--- src/tf_regs.vh ---
/*
  Command codes, field positions, reset values and timing figures for the
  temperature fault response block. Definitions only; included by name.
*/
`ifndef TF_REGS_VH
`define TF_REGS_VH
// command codes
`define TF_CMD_CLEAR   8'h03
`define TF_CMD_OT_FLT  8'h4F
`define TF_CMD_ACT     8'h50
`define TF_CMD_OT_WRN  8'h51
`define TF_CMD_UT_WRN  8'h52
`define TF_CMD_UT_FLT  8'h53
`define TF_CMD_STATUS  8'h7D
// action byte fields
`define TF_ACT_MODE    7:6
`define TF_ACT_RETRY   5:3
`define TF_ACT_DELAY   2:0
`define TF_MODE_RETRY  2'h2
`define TF_MODE_RESUME 2'h3
`define TF_RETRY_NONE  3'h0
`define TF_RETRY_LOOP  3'h7
// status bit positions
`define TF_ST_OTF      7
`define TF_ST_OTW      6
`define TF_ST_UTW      5
`define TF_ST_UTF      4
// reset values and device address
`define TF_ACT_RST     8'h80
`define TF_OTF_RST     16'h0064
`define TF_OTW_RST     16'h005A
`define TF_UTW_RST     16'hFFE2
`define TF_UTF_RST     16'hFFD8
`define TF_DEV_ADDR    7'h40
// timing: retry step in ms, clock in kHz
`define TF_RETRY_STEP_MS 35
`define TF_CLK_KHZ       10000
// one retry step in clock cycles: 35 ms at 10 MHz
`define TF_RETRY_STEP_CYC 19'h55730
`endif

--- src/tf_smb_slave.v ---
/*
  Byte-level SMBus target: start/stop detection, address match, ack,
  write bytes out as events, read bytes fetched from tx_byte.
  Assumes scl/sda come from pins in another domain; clk is much faster.
*/
`timescale 1ns/100ps
`include "tf_regs.vh"
module tf_smb_slave (
  // clock and reset
  input  wire       clk,
  input  wire       rst,
  // bus pins
  input  wire       scl_in,
  input  wire       sda_in,
  output reg        sda_out_q,
  output reg        sda_oe_q,
  // byte events
  output reg        ev_byte_q,
  output reg  [7:0] ev_data_q,
  output reg  [1:0] ev_idx_q,
  output reg  [1:0] rd_idx_q,
  input  wire [7:0] tx_byte
);
  localparam IDLE = 3'd0;
  localparam ADDR = 3'd1;
  localparam ACK  = 3'd2;
  localparam WDAT = 3'd3;
  localparam RDAT = 3'd4;
  localparam RACK = 3'd5;

  reg [1:0] scl_sy_q;
  reg [1:0] sda_sy_q;
  reg       scl_p_q;
  reg       sda_p_q;
  reg [2:0] st_q;
  reg [3:0] bit_q;
  reg [7:0] sh_q;
  reg [7:0] txs_q;
  reg [1:0] idx_q;
  reg       rw_q;
  reg       ack_ok_q;

  wire scl   = scl_sy_q[1];
  wire sda   = sda_sy_q[1];
  wire rise  = scl & ~scl_p_q;
  wire fall  = ~scl & scl_p_q;
  wire start = scl & scl_p_q & sda_p_q & ~sda;
  wire stop  = scl & scl_p_q & ~sda_p_q & sda;

  // two-flop synchronisers, then one delay stage for edges
  always @(posedge clk) begin
    if (rst) begin
      scl_sy_q <= 2'h3;
      sda_sy_q <= 2'h3;
      scl_p_q  <= 1'b1;
      sda_p_q  <= 1'b1;
    end else begin
      scl_sy_q <= {scl_sy_q[0], scl_in};
      sda_sy_q <= {sda_sy_q[0], sda_in};
      scl_p_q  <= scl;
      sda_p_q  <= sda;
    end
  end

  // bit engine: sample on scl rise, drive on scl fall
  always @(posedge clk) begin
    if (rst) begin
      st_q      <= IDLE;
      bit_q     <= 4'h0;
      sh_q      <= 8'h00;
      txs_q     <= 8'h00;
      idx_q     <= 2'h0;
      rw_q      <= 1'b0;
      ack_ok_q  <= 1'b0;
      sda_out_q <= 1'b0;
      sda_oe_q  <= 1'b0;
      ev_byte_q <= 1'b0;
      ev_data_q <= 8'h00;
      ev_idx_q  <= 2'h0;
      rd_idx_q  <= 2'h0;
    end else begin
      ev_byte_q <= 1'b0;
      if (start) begin
        st_q     <= ADDR;
        bit_q    <= 4'h0;
        sda_oe_q <= 1'b0;
      end else if (stop) begin
        st_q     <= IDLE;
        sda_oe_q <= 1'b0;
      end else if (rise) begin
        case (st_q)
          ADDR, WDAT: begin
            sh_q  <= {sh_q[6:0], sda};
            bit_q <= bit_q + 4'h1;
          end
          RDAT: bit_q <= bit_q + 4'h1;
          RACK: ack_ok_q <= ~sda;
          default: ;
        endcase
      end else if (fall) begin
        case (st_q)
          ADDR: if (bit_q == 4'h8) begin
            if (sh_q[7:1] == `TF_DEV_ADDR) begin
              sda_oe_q <= 1'b1;
              rw_q     <= sh_q[0];
              st_q     <= ACK;
              rd_idx_q <= 2'h0;
              if (!sh_q[0]) idx_q <= 2'h0;
            end else begin
              st_q <= IDLE;
            end
          end
          WDAT: if (bit_q == 4'h8) begin
            sda_oe_q  <= 1'b1;
            st_q      <= ACK;
            ev_byte_q <= 1'b1;
            ev_data_q <= sh_q;
            ev_idx_q  <= idx_q;
            if (idx_q != 2'h3) idx_q <= idx_q + 2'h1;
          end
          ACK: begin
            bit_q <= 4'h0;
            if (rw_q) begin
              txs_q    <= {tx_byte[6:0], 1'b0};
              sda_oe_q <= ~tx_byte[7];
              st_q     <= RDAT;
            end else begin
              sda_oe_q <= 1'b0;
              st_q     <= WDAT;
            end
          end
          RDAT: if (bit_q == 4'h8) begin
            sda_oe_q <= 1'b0;
            st_q     <= RACK;
            if (rd_idx_q != 2'h3) rd_idx_q <= rd_idx_q + 2'h1;
          end else begin
            sda_oe_q <= ~txs_q[7];
            txs_q    <= {txs_q[6:0], 1'b0};
          end
          RACK: if (ack_ok_q) begin
            bit_q    <= 4'h0;
            txs_q    <= {tx_byte[6:0], 1'b0};
            sda_oe_q <= ~tx_byte[7];
            st_q     <= RDAT;
          end else begin
            st_q <= IDLE; // nack ends the read
          end
          default: ;
        endcase
      end
    end
  end
endmodule

--- src/tf_fault_resp.v ---
/*
  Temperature fault response block: threshold and action commands over
  SMBus, sticky temperature status, alert line and output-enable control.
  Assumes temp_val is a signed word on clk in the same scale as the
  thresholds, and on_cmd is the output-on request from logic on clk.
*/
// How it works
// RULE1 - any over-temperature fault pulls alert low and latches its status bit
// RULE2 - mode 10 turns output off at once, then retries per retry count
// RULE3 - mode 11 turns output off, resumes once temperature is below warn limit
// RULE4 - three-bit retry count gives number of restart attempts after shutdown
// RULE5 - retry count zero: no restart, output stays off until faults cleared
// RULE6 - retry count seven: retry forever until commanded off or other shutdown
// RULE7 - retries spaced by (delay field plus one) times 35 ms
// RULE8 - action byte is a read/write byte command at code 0x50
// RULE9 - over-temperature warning word, read/write, at code 0x51
// RULE10 - under-temperature warning word, read/write, at code 0x52
// RULE11 - under-temperature fault word, read/write, at code 0x53
// RULE12 - over-temperature fault judged against read/write word at code 0x4F
// RULE13 - fault above over limit, under fault below under limit
// RULE14 - modes 00 and 01 keep output running but still flag the fault
`timescale 1ns/100ps
`include "tf_regs.vh"
module tf_fault_resp #(
  parameter [18:0] RETRY_STEP_CYC = `TF_RETRY_STEP_CYC
) (
  // clock and reset
  input  wire        clk,
  input  wire        rst,
  // smbus pins
  input  wire        scl_in,
  input  wire        sda_in,
  output wire        sda_out,
  output wire        sda_oe,
  // measurement and control
  input  wire [15:0] temp_val,
  input  wire        on_cmd,
  // outputs
  output reg         out_en_q,
  output reg         alert_line_n_out_q,
  output reg         alert_line_n_oe_q
);
  localparam RUN    = 3'd0;
  localparam WAIT   = 3'd1;
  localparam RESUME = 3'd2;
  localparam HOLD   = 3'd3;
  localparam OFF    = 3'd4;
  localparam [18:0] STEP_LAST = RETRY_STEP_CYC - 19'h1;

  wire        ev_byte;
  wire [7:0]  ev_data;
  wire [1:0]  ev_idx;
  wire [1:0]  rd_idx;
  reg  [7:0]  tx_byte;

  reg  [7:0]  act_q;
  reg  [15:0] otf_q;
  reg  [15:0] otw_q;
  reg  [15:0] utw_q;
  reg  [15:0] utf_q;
  reg  [7:0]  cmd_q;
  reg  [7:0]  lo_q;
  reg  [7:0]  stat_q;
  reg  [7:0]  stat_d;
  reg  [2:0]  fs_q;
  reg  [2:0]  fs_d;
  reg  [2:0]  left_q;
  reg  [2:0]  left_d;
  reg  [2:0]  left_eff;
  reg         retrying_q;
  reg         retrying_d;
  reg  [2:0]  dly_q;
  reg  [18:0] div_q;
  reg  [2:0]  steps_q;

  tf_smb_slave u_smb (
    .clk       (clk),
    .rst       (rst),
    .scl_in    (scl_in),
    .sda_in    (sda_in),
    .sda_out_q (sda_out),
    .sda_oe_q  (sda_oe),
    .ev_byte_q (ev_byte),
    .ev_data_q (ev_data),
    .ev_idx_q  (ev_idx),
    .rd_idx_q  (rd_idx),
    .tx_byte   (tx_byte)
  );

  // pick one byte of a word, low byte first
  function [7:0] pick;
    input [15:0] w;
    input [1:0]  i;
    begin
      pick = (i == 2'h0) ? w[7:0] : w[15:8];
    end
  endfunction

  // comparisons as signed raw words; no linear-format rescaling here
  wire ot_now  = $signed(temp_val) > $signed(otf_q); // RULE12 RULE13
  wire otw_now = $signed(temp_val) > $signed(otw_q);
  wire otw_low = $signed(temp_val) < $signed(otw_q);
  wire utw_now = $signed(temp_val) < $signed(utw_q);
  wire utf_now = $signed(temp_val) < $signed(utf_q); // RULE13

  // write decode from bus events
  wire wr_cmd   = ev_byte & (ev_idx == 2'h0);
  wire wr_b1    = ev_byte & (ev_idx == 2'h1);
  wire wr_b2    = ev_byte & (ev_idx == 2'h2);
  wire clr_all  = wr_cmd & (ev_data == `TF_CMD_CLEAR);
  wire clr_w1c  = wr_b1 & (cmd_q == `TF_CMD_STATUS);
  wire step_tk  = (fs_q == WAIT) & (div_q == STEP_LAST);
  wire dly_done = step_tk & (steps_q == dly_q);

  // read mux; unmapped commands answer all ones
  always @* begin
    case (cmd_q)
      `TF_CMD_ACT:    tx_byte = act_q; // RULE8
      `TF_CMD_OT_FLT: tx_byte = pick(otf_q, rd_idx); // RULE12
      `TF_CMD_OT_WRN: tx_byte = pick(otw_q, rd_idx); // RULE9
      `TF_CMD_UT_WRN: tx_byte = pick(utw_q, rd_idx); // RULE10
      `TF_CMD_UT_FLT: tx_byte = pick(utf_q, rd_idx); // RULE11
      `TF_CMD_STATUS: tx_byte = stat_q;
      default:        tx_byte = 8'hFF;
    endcase
  end

  // command byte, low byte holding and register writes
  always @(posedge clk) begin
    if (rst) begin
      cmd_q <= 8'h00;
      lo_q  <= 8'h00;
      act_q <= `TF_ACT_RST;
      otf_q <= `TF_OTF_RST;
      otw_q <= `TF_OTW_RST;
      utw_q <= `TF_UTW_RST;
      utf_q <= `TF_UTF_RST;
    end else begin
      if (wr_cmd) cmd_q <= ev_data;
      if (wr_b1) lo_q <= ev_data;
      if (wr_b1 && cmd_q == `TF_CMD_ACT) act_q <= ev_data; // RULE8
      if (wr_b2) begin
        case (cmd_q)
          `TF_CMD_OT_FLT: otf_q <= {ev_data, lo_q}; // RULE12
          `TF_CMD_OT_WRN: otw_q <= {ev_data, lo_q}; // RULE9
          `TF_CMD_UT_WRN: utw_q <= {ev_data, lo_q}; // RULE10
          `TF_CMD_UT_FLT: utf_q <= {ev_data, lo_q}; // RULE11
          default: ;
        endcase
      end
    end
  end

  // sticky status: a live condition beats a clear in the same cycle
  always @* begin
    stat_d = stat_q;
    if (clr_all) stat_d = 8'h00;
    if (clr_w1c) stat_d = stat_q & ~ev_data;
    stat_d[`TF_ST_OTF] = stat_d[`TF_ST_OTF] | ot_now; // RULE1
    stat_d[`TF_ST_OTW] = stat_d[`TF_ST_OTW] | otw_now;
    stat_d[`TF_ST_UTW] = stat_d[`TF_ST_UTW] | utw_now;
    stat_d[`TF_ST_UTF] = stat_d[`TF_ST_UTF] | utf_now;
  end

  // output state machine
  always @* begin
    fs_d       = fs_q;
    left_d     = left_q;
    retrying_d = retrying_q;
    left_eff   = retrying_q ? left_q : act_q[`TF_ACT_RETRY]; // RULE4
    case (fs_q)
      RUN: begin
        if (!on_cmd) begin
          fs_d = OFF;
        end else if (ot_now) begin
          case (act_q[`TF_ACT_MODE])
            `TF_MODE_RETRY: begin
              if (left_eff == `TF_RETRY_NONE) begin
                fs_d = HOLD; // RULE5
              end else begin
                fs_d       = WAIT; // RULE2
                retrying_d = 1'b1;
                // all ones never counts down
                if (act_q[`TF_ACT_RETRY] == `TF_RETRY_LOOP) left_d = left_eff; // RULE6
                else left_d = left_eff - 3'h1; // RULE4
              end
            end
            `TF_MODE_RESUME: fs_d = RESUME; // RULE3
            default: fs_d = RUN; // RULE14
          endcase
        end
      end
      WAIT: begin
        if (!on_cmd) fs_d = OFF; // RULE6
        else if (dly_done) fs_d = RUN; // RULE7
      end
      RESUME: begin
        if (!on_cmd) fs_d = OFF;
        else if (otw_low) fs_d = RUN; // RULE3
      end
      HOLD: begin
        if (!on_cmd) fs_d = OFF;
        else if (clr_all) fs_d = RUN; // RULE5
      end
      OFF: if (on_cmd) fs_d = RUN;
      default: fs_d = OFF;
    endcase
    if (fs_d == OFF || clr_all) retrying_d = 1'b0;
  end

  // state, retry timer and output flops
  always @(posedge clk) begin
    if (rst) begin
      fs_q               <= OFF;
      left_q             <= 3'h0;
      retrying_q         <= 1'b0;
      dly_q              <= 3'h0;
      div_q              <= 19'h0;
      steps_q            <= 3'h0;
      stat_q             <= 8'h00;
      out_en_q           <= 1'b0;
      alert_line_n_out_q <= 1'b0;
      alert_line_n_oe_q  <= 1'b0;
    end else begin
      fs_q       <= fs_d;
      left_q     <= left_d;
      retrying_q <= retrying_d;
      stat_q     <= stat_d;
      // delay latched on entry so a rewrite mid-wait cannot stretch it
      if (fs_q != WAIT) begin
        dly_q   <= act_q[`TF_ACT_DELAY]; // RULE7
        div_q   <= 19'h0;
        steps_q <= 3'h0;
      end else if (step_tk) begin
        div_q   <= 19'h0;
        steps_q <= steps_q + 3'h1; // RULE7
      end else begin
        div_q <= div_q + 19'h1;
      end
      out_en_q           <= (fs_d == RUN); // RULE2 RULE3
      alert_line_n_out_q <= 1'b0;
      alert_line_n_oe_q  <= stat_d[`TF_ST_OTF] | stat_d[`TF_ST_UTF]; // RULE1
    end
  end
endmodule

--- config.mk ---
export PLATFORM = sky130hd
export DESIGN_NAME = tf_fault_resp
export DESIGN_NICKNAME = d
export VERILOG_FILES = /design/src/tf_smb_slave.v /design/src/tf_fault_resp.v
export VERILOG_INCLUDE_DIRS = /design/src /design/src/src
export SDC_FILE = /design/constraint.sdc
export NUM_CORES = 1
export LEC_CHECK = 0
export BUFFER_PORTS_ARGS = -buffer_cell sky130_fd_sc_hd__buf_2
export CAP_MARGIN = 20
export CORE_UTILIZATION = 60
export DETAILED_ROUTE_END_ITERATION = 7
export GPL_TIMING_DRIVEN = 1
export PLACE_DENSITY = 0.77
export SETUP_SLACK_MARGIN = 0.05
export SLEW_MARGIN = 25
export SYNTH_ARGS = -nofsm -noshare
export SYNTH_HDL_FRONTEND = slang
export SYNTH_SLANG_ARGS = --single-unit
--- constraint.sdc ---
create_clock -name clk -period 3.75 [get_ports clk]
set_clock_uncertainty 0.2 [all_clocks]
set_input_delay 0.375 -clock clk [delete_from_list [all_inputs] [get_ports clk]]
set_output_delay 0.375 -clock clk [all_outputs]
set_load 0.01 [all_outputs]
# --- After elaboration in Yosys (flattened, before gate mapping) ---
# Cells that the tools add are included.
classes:
  mux: 60
  n_lt_le_gt_ge: 5
  eq_ne: 45
  addsub: 6
  n_bitwise: 33
  reduce_logical: 40
op_table:
  columns: ["operator", "count"]
  rows:
  - ["$mux 8", 9]
  - ["$eq 8x7->1 const B", 6]
  - ["$lt 16x16->1", 3]
  - ["$mux 3", 16]
  - ["$pmux 8 s6", 1]
  - ["$gt 16x16->1", 2]
  - ["$pmux 3 s5", 2]
  - ["$pmux 8 s3", 1]
  - ["$mux 2", 11]
  - ["$add 19x1->19 const B", 1]
  - ["$eq 19x19->1 const B", 1]
  - ["$reduce_and 6->1", 3]
  - ["$mux 4", 4]
  - ["$ne 2x1->1 const B", 8]
  - ["$eq 3x3->1 const B", 5]
  - ["$and 1x1->1", 14]
  - ["$reduce_and 7->1", 2]
  - ["$eq 3x2->1 const B", 4]
  - ["$ne 4x1->1 const B", 3]
  - ["$not 1->1", 12]
  - ["$mux 1", 11]
  - ["$ne 2x2->1 const B", 5]
  - ["$reduce_and 10->1", 1]
  - ["$reduce_and 5->1", 2]
  - ["other kinds (35)", 62]
totals:
  output_inout_bits: 5
  register_bits: 177

# --- Depth between registers and ports, before layout ---
logic_depth:
  word_depth: 10
  depth_mapped: 11
  depth_no_buf: 9

# --- Hierarchy ---
# Synthesis repeated with hierarchy kept, for this count alone.
hier_totals:
  hier_cells: 1150
  area_unflattened_um2: 9853.2
by_module_without_submodules:
  columns: ["module", "seq_area_each_um2", "area_per_inst_um2", "instances", "cells_each"]
  rows:
  - ["tf_fault_resp", 2602.5, 7353.3, 1, 892]
  - ["tf_smb_slave", 920.9, 2499.9, 1, 258]

# --- Worst setup path after synthesis ---
# No wires, ideal clock.
synth_path:
  path_kind: "input port to flip-flop"
  startpoint: "input port temp_val[7]"
  endpoint: "register left_q[1]"
  t_arrival_ns: 2.187
  path_slack_ns: 1.292
  path_stages: 8
  required_time_ns: 3.478
  n_path_buf: 0
  setup_time_ns: 0.072
  path_cell_list: "ha_1 a21oi_1 o21a_1 o221ai_1 a2111o_1 mux2i_1 and3_1 mux2i_1"
synth_between:
  elab_chain_cells: 2
synth_rtl:
  columns: ["item", "line_no", "rtl"]
  rows:
  - ["start, declared", "tf_fault_resp.v:36", "input wire [15:0] temp_val,"]
  - ["$gt 16x16->1", "tf_fault_resp.v:100", "wire ot_now = $signed(temp_val) > $signed(otf_q);"]
  - ["$reduce_and 5->1 (no source line)", null, null]
  - ["end signal, assigned", "tf_fault_resp.v:226", "left_q <= left_d;"]
  - ["end, declared", "tf_fault_resp.v:67", "reg [2:0] left_q;"]
# Every way passes these cells.
# A chain may end at the register's enable or synchronous reset.

# --- Final worst setup path ---
layout_path:
  startpoint: "register otf_q[7]"
  endpoint: "register left_q[1]"
layout_between:
  elab_chain_cells: 2
layout_rtl:
  columns: ["item", "line_no", "rtl"]
  rows:
  - ["start, declared", "tf_fault_resp.v:57", "reg [15:0] otf_q;"]
  - ["start signal, assigned", "tf_fault_resp.v:134", "otf_q <= `TF_OTF_RST;"]
  - ["start signal, assigned", "tf_fault_resp.v:144", "`TF_CMD_OT_FLT: otf_q <= {ev_data, lo_q};"]
  - ["$gt 16x16->1", "tf_fault_resp.v:100", null]
  - ["$reduce_and 5->1 (no source line)", null, null]
# Every way passes these cells.

==> metrics.csv <==
stage,metric,value,unit
status,status,"complete, no violations",
grt,globalRouteMet3Util,8.54,%
synthesis,synth-main-ff-cell,dfxtp_1,
synthesis,ys_seq_area_share,37.4,%
worst_hold_path,min_path_cells,2,
setup_path,cp-end-kind,register,
synthesis,yosysMostFrequentCell,nand2_1,
layout,fin_nets,1251,
detailed_routing,ant_nets,0,
pwr,pwr-share-comb,4.2,%
floorplan,fp.dieH,127,um
pwr,netSwitchingFraction,22.5,%
synthesis,synthMuxAreaShare,6.10,%
pwr,leakage,0.00418,uW
synthesis,yosys.area.top_type_share,37.4,%
layout,diodes,0,
timing,slew_headroom,38.5,%
setup_path,reg2reg_depth,9,
placement,gp_congestion,0.952,
layout,drive_above_1_share,7.71,%
floorplan,die-area,16200,sq um
setup_path,critPathKind,register to register,
synthesis,synth.distinct_cells,70,
layout,utilization,67.6,%
clocking,cts_htree_levels,4,
grt,antenna_found_initial,0,
setup_path,worstPathMaxFanout,5,
clocking,cts_buffer_depth,2,
detailed_routing,drtIter0Drc,817,
placement,port_buffers,23,
synthesis,synthAdderAreaFrac,10.1,%
worst_hold_path,hold_path_class,input pin to register,
grt,met1_usage,43.9,%
synthesis,ys_seq_elements,176,
floorplan,num_rows,45,
synthesis,synth-edff-count,0,
clocking,clk_pin_slew,0.07,ns
pwr,p_int,3060,uW
clocking,numCtsBuffers,17,
setup_path,required,3.92,ns
grt,grt_pass1_wl,40.3,mm
synthesis,synth_area_per_cell,8.13,sq um
floorplan,start_util,61.7,%
setup_path,crit_chain,"inv_1, ha_1, a21oi_1, o21a_1, o221ai_1, a2111o_1, mux2i_1, and3_1, mux2i_1",
pwr,vdd_ir_drop_max,0.345,mV
detailed_routing,firstDrtPassIters,8,
grt,grt_pass1_vias,7658,
grt,overflow,0,
timing,rsz0062_at_grt,no,
timing,fmax,338,MHz
flow_run,drv_cap,0,
synthesis,yosys.area.top_type,dfxtp_1,
grt,grtUsageTotal,32.5,%
detailed_routing,vias,8251,
clocking,clock_latency,0.44,ns
synthesis,syn_inst,1157,
synthesis,synth_compound_area_share,16.3,%
synthesis,synthSimpleGateAreaFrac,21.8,%
clocking,hold_buffers,3,
setup_path,critPathLaunchType,register,
synthesis,synth_top_family_by_area,simple AND/OR/NAND/NOR gates,
clocking,postCtsResizedCells,0,
placement,hpwlAfterDp,18.4,mm
timing,final.min_clock_period,2.96,ns
synthesis,synth_xor_area_share,2.33,%
clocking,tritoncts,yes,
layout,nFillCells,1269,
setup_path,cpMostUsedCell,mux2i_1,
floorplan,io_pins,26,
synthesis,ys_top_cells_by_area,"dfxtp_1 37%, ha_1 10%, nand2_1 7.5%",
timing,tns,0,ns
synthesis,synth_common_cells,"189 x nand2_1, 176 x dfxtp_1, 102 x nor2_1, 85 x a21oi_1, 77 x inv_1",
pwr,seq_power_share,47.7,%
clocking,root_buffer,clkbuf_16,
grt,gr-max-usage-layer,met2,
layout,area_growth,9.67,%
synthesis,synth_warnings,0,
detailed_routing,wire_per_inst,18.3,um
setup_path,slowest_delay,0.51,ns
setup_path,slowest_stage,mux2i_1,
grt,grtUsageMet2,49.5,%
timing,setup_viol,0,
timing,tightest_slew,0.922,ns
detailed_routing,finalWirelength,25.2,mm
floorplan,core,15300,sq um
pwr,clock_power_share,48.1,%
grt,grt_max_degree,65,
synthesis,async_flop_share,0,%
clocking,cts_num_sinks,176,
detailed_routing,vias_per_cell,5.98,
floorplan,dieWidth,127,um
timing,hold_viol,0,
pwr,switchingPower,889,uW
pwr,power_density,383,nW/um^2
detailed_routing,drc,0,
synthesis,synth_area,9410,sq um
timing,period_share,78.9,%
clocking,post_cts_buffers,0,
setup_path,worstPathArrival,3.13,ns
timing,report.final.slew_viol_count,0,
-- cells in the final DEF (no fill, tap or decap), types with 5 or more instances in the layout --
cell type    n
o21ai_0     43
inv_1       77
nand3_1     30
nand4_1     13
mux2i_1     54
nor4_1       6
nand2_1    189
a211oi_1     7
nand2b_1    12
a31oi_1      6
a22oi_1      9
and3b_1      5
o21a_1       5
nor2b_1      7
ha_1        74
a21oi_1     85
o211ai_1    44
dfxtp_1    176
o22ai_1      5
nor3_1      12
clkbuf_16   17
xor2_1      19
or2_2        6
nor2_1     102
buf_2       22
xnor2_1      6
and3_1      15
and2_1       8
buf_4       16
a21o_1       5
-- through the flow --
stage / total power [uW] / cell area [sq um] / hold slack (ns) / worst slack, ns / cells
6_report: 3950 / 10300 / 0.186 / 0.790 / 1379
3_5_place_dp: 2090 / 9660 / 0.195 / 0.726 / 1344
5_1_grt: 4070 / 10300 / 0.177 / 0.589 / 1379
4_1_cts: 3960 / 10300 / 0.163 / 0.860 / 1379
2_1_floorplan: 2030 / 9410 / 0.189 / 1.29 / 1158
3_3_place_gp: 2080 / 9660 / 0.192 / 0.762 / 1344
-- registers in the layout, summed over array words and instances, names as in the netlist, 16 cells and up --
register	flops
div_q	19
otf_q	16
otw_q	16
utf_q	16
utw_q	16
-- cells by family (layout without fill, tap and decap cells) --
logic type      after synthesis  count (layout)
xor+xnor                     25              25
fa+ha+maj                    76              76
mux                          57              57
compound gates              244             244
other cells                   1               2
buf+inv                     143             153
simple gates                435             435
flops                       176             176
-- layout make-up --
cell class              count  area (sq um)  share of cell area [%]
flip-flops and latches    176          3520                    34.1
repair buffers             41           260                    2.52
clock inverters            15           209                    2.02
multi-input cells         839          5340                    51.7
well taps                 211           264                    2.56
inverters                  80           300                    2.91
clock buffers              17           425                    4.12
-- power by group through the flow --
stage,registers [uW],logic (uW),clock network (uW)
after detailed placement,1930,158,0
after global placement,1930,154,0
final,1890,164,1900
after CTS,1890,161,1910
after global routing,1890,183,2000
after floorplan,1930,102,0
-- path summary, 6_finish.rpt --
check | end | slack [ns] | from
hold reg to reg | u_smb.scl_sy_q[1]$_SDFF_PP1_ | 0.21 | u_smb.scl_sy_q[0]$_SDFF_PP1_
setup reg to reg | left_q[1]$_SDFFE_PP0P_ | 0.79 | otf_q[7]$_SDFFE_PP0P_
hold / removal | lo_q[7]$_SDFFE_PP0P_ | 0.19 | rst
setup / recovery | left_q[1]$_SDFFE_PP0P_ | 0.79 | otf_q[7]$_SDFFE_PP0P_
-- critical path: cells and delay by family (launching register included) --
kind	cells	cell delay, ns
compound gates	4	0.92
mux	2	0.71
simple gates	1	0.36
flops	1	0.35
fa+ha+maj	1	0.30
buf+inv	1	0.05
-- layer usage --
layer / vias to the layer above / routed length [um] / part of all wire [%]
li1: 3998 / - / -
met1: 3876 / 11200 / 44
met2: 325 / 11000 / 44
met3: 52 / 2230 / 8.9
met4: 0 / 791 / 3.1
met5: - / 0 / 0
Power figures use the tool's default switching activity.
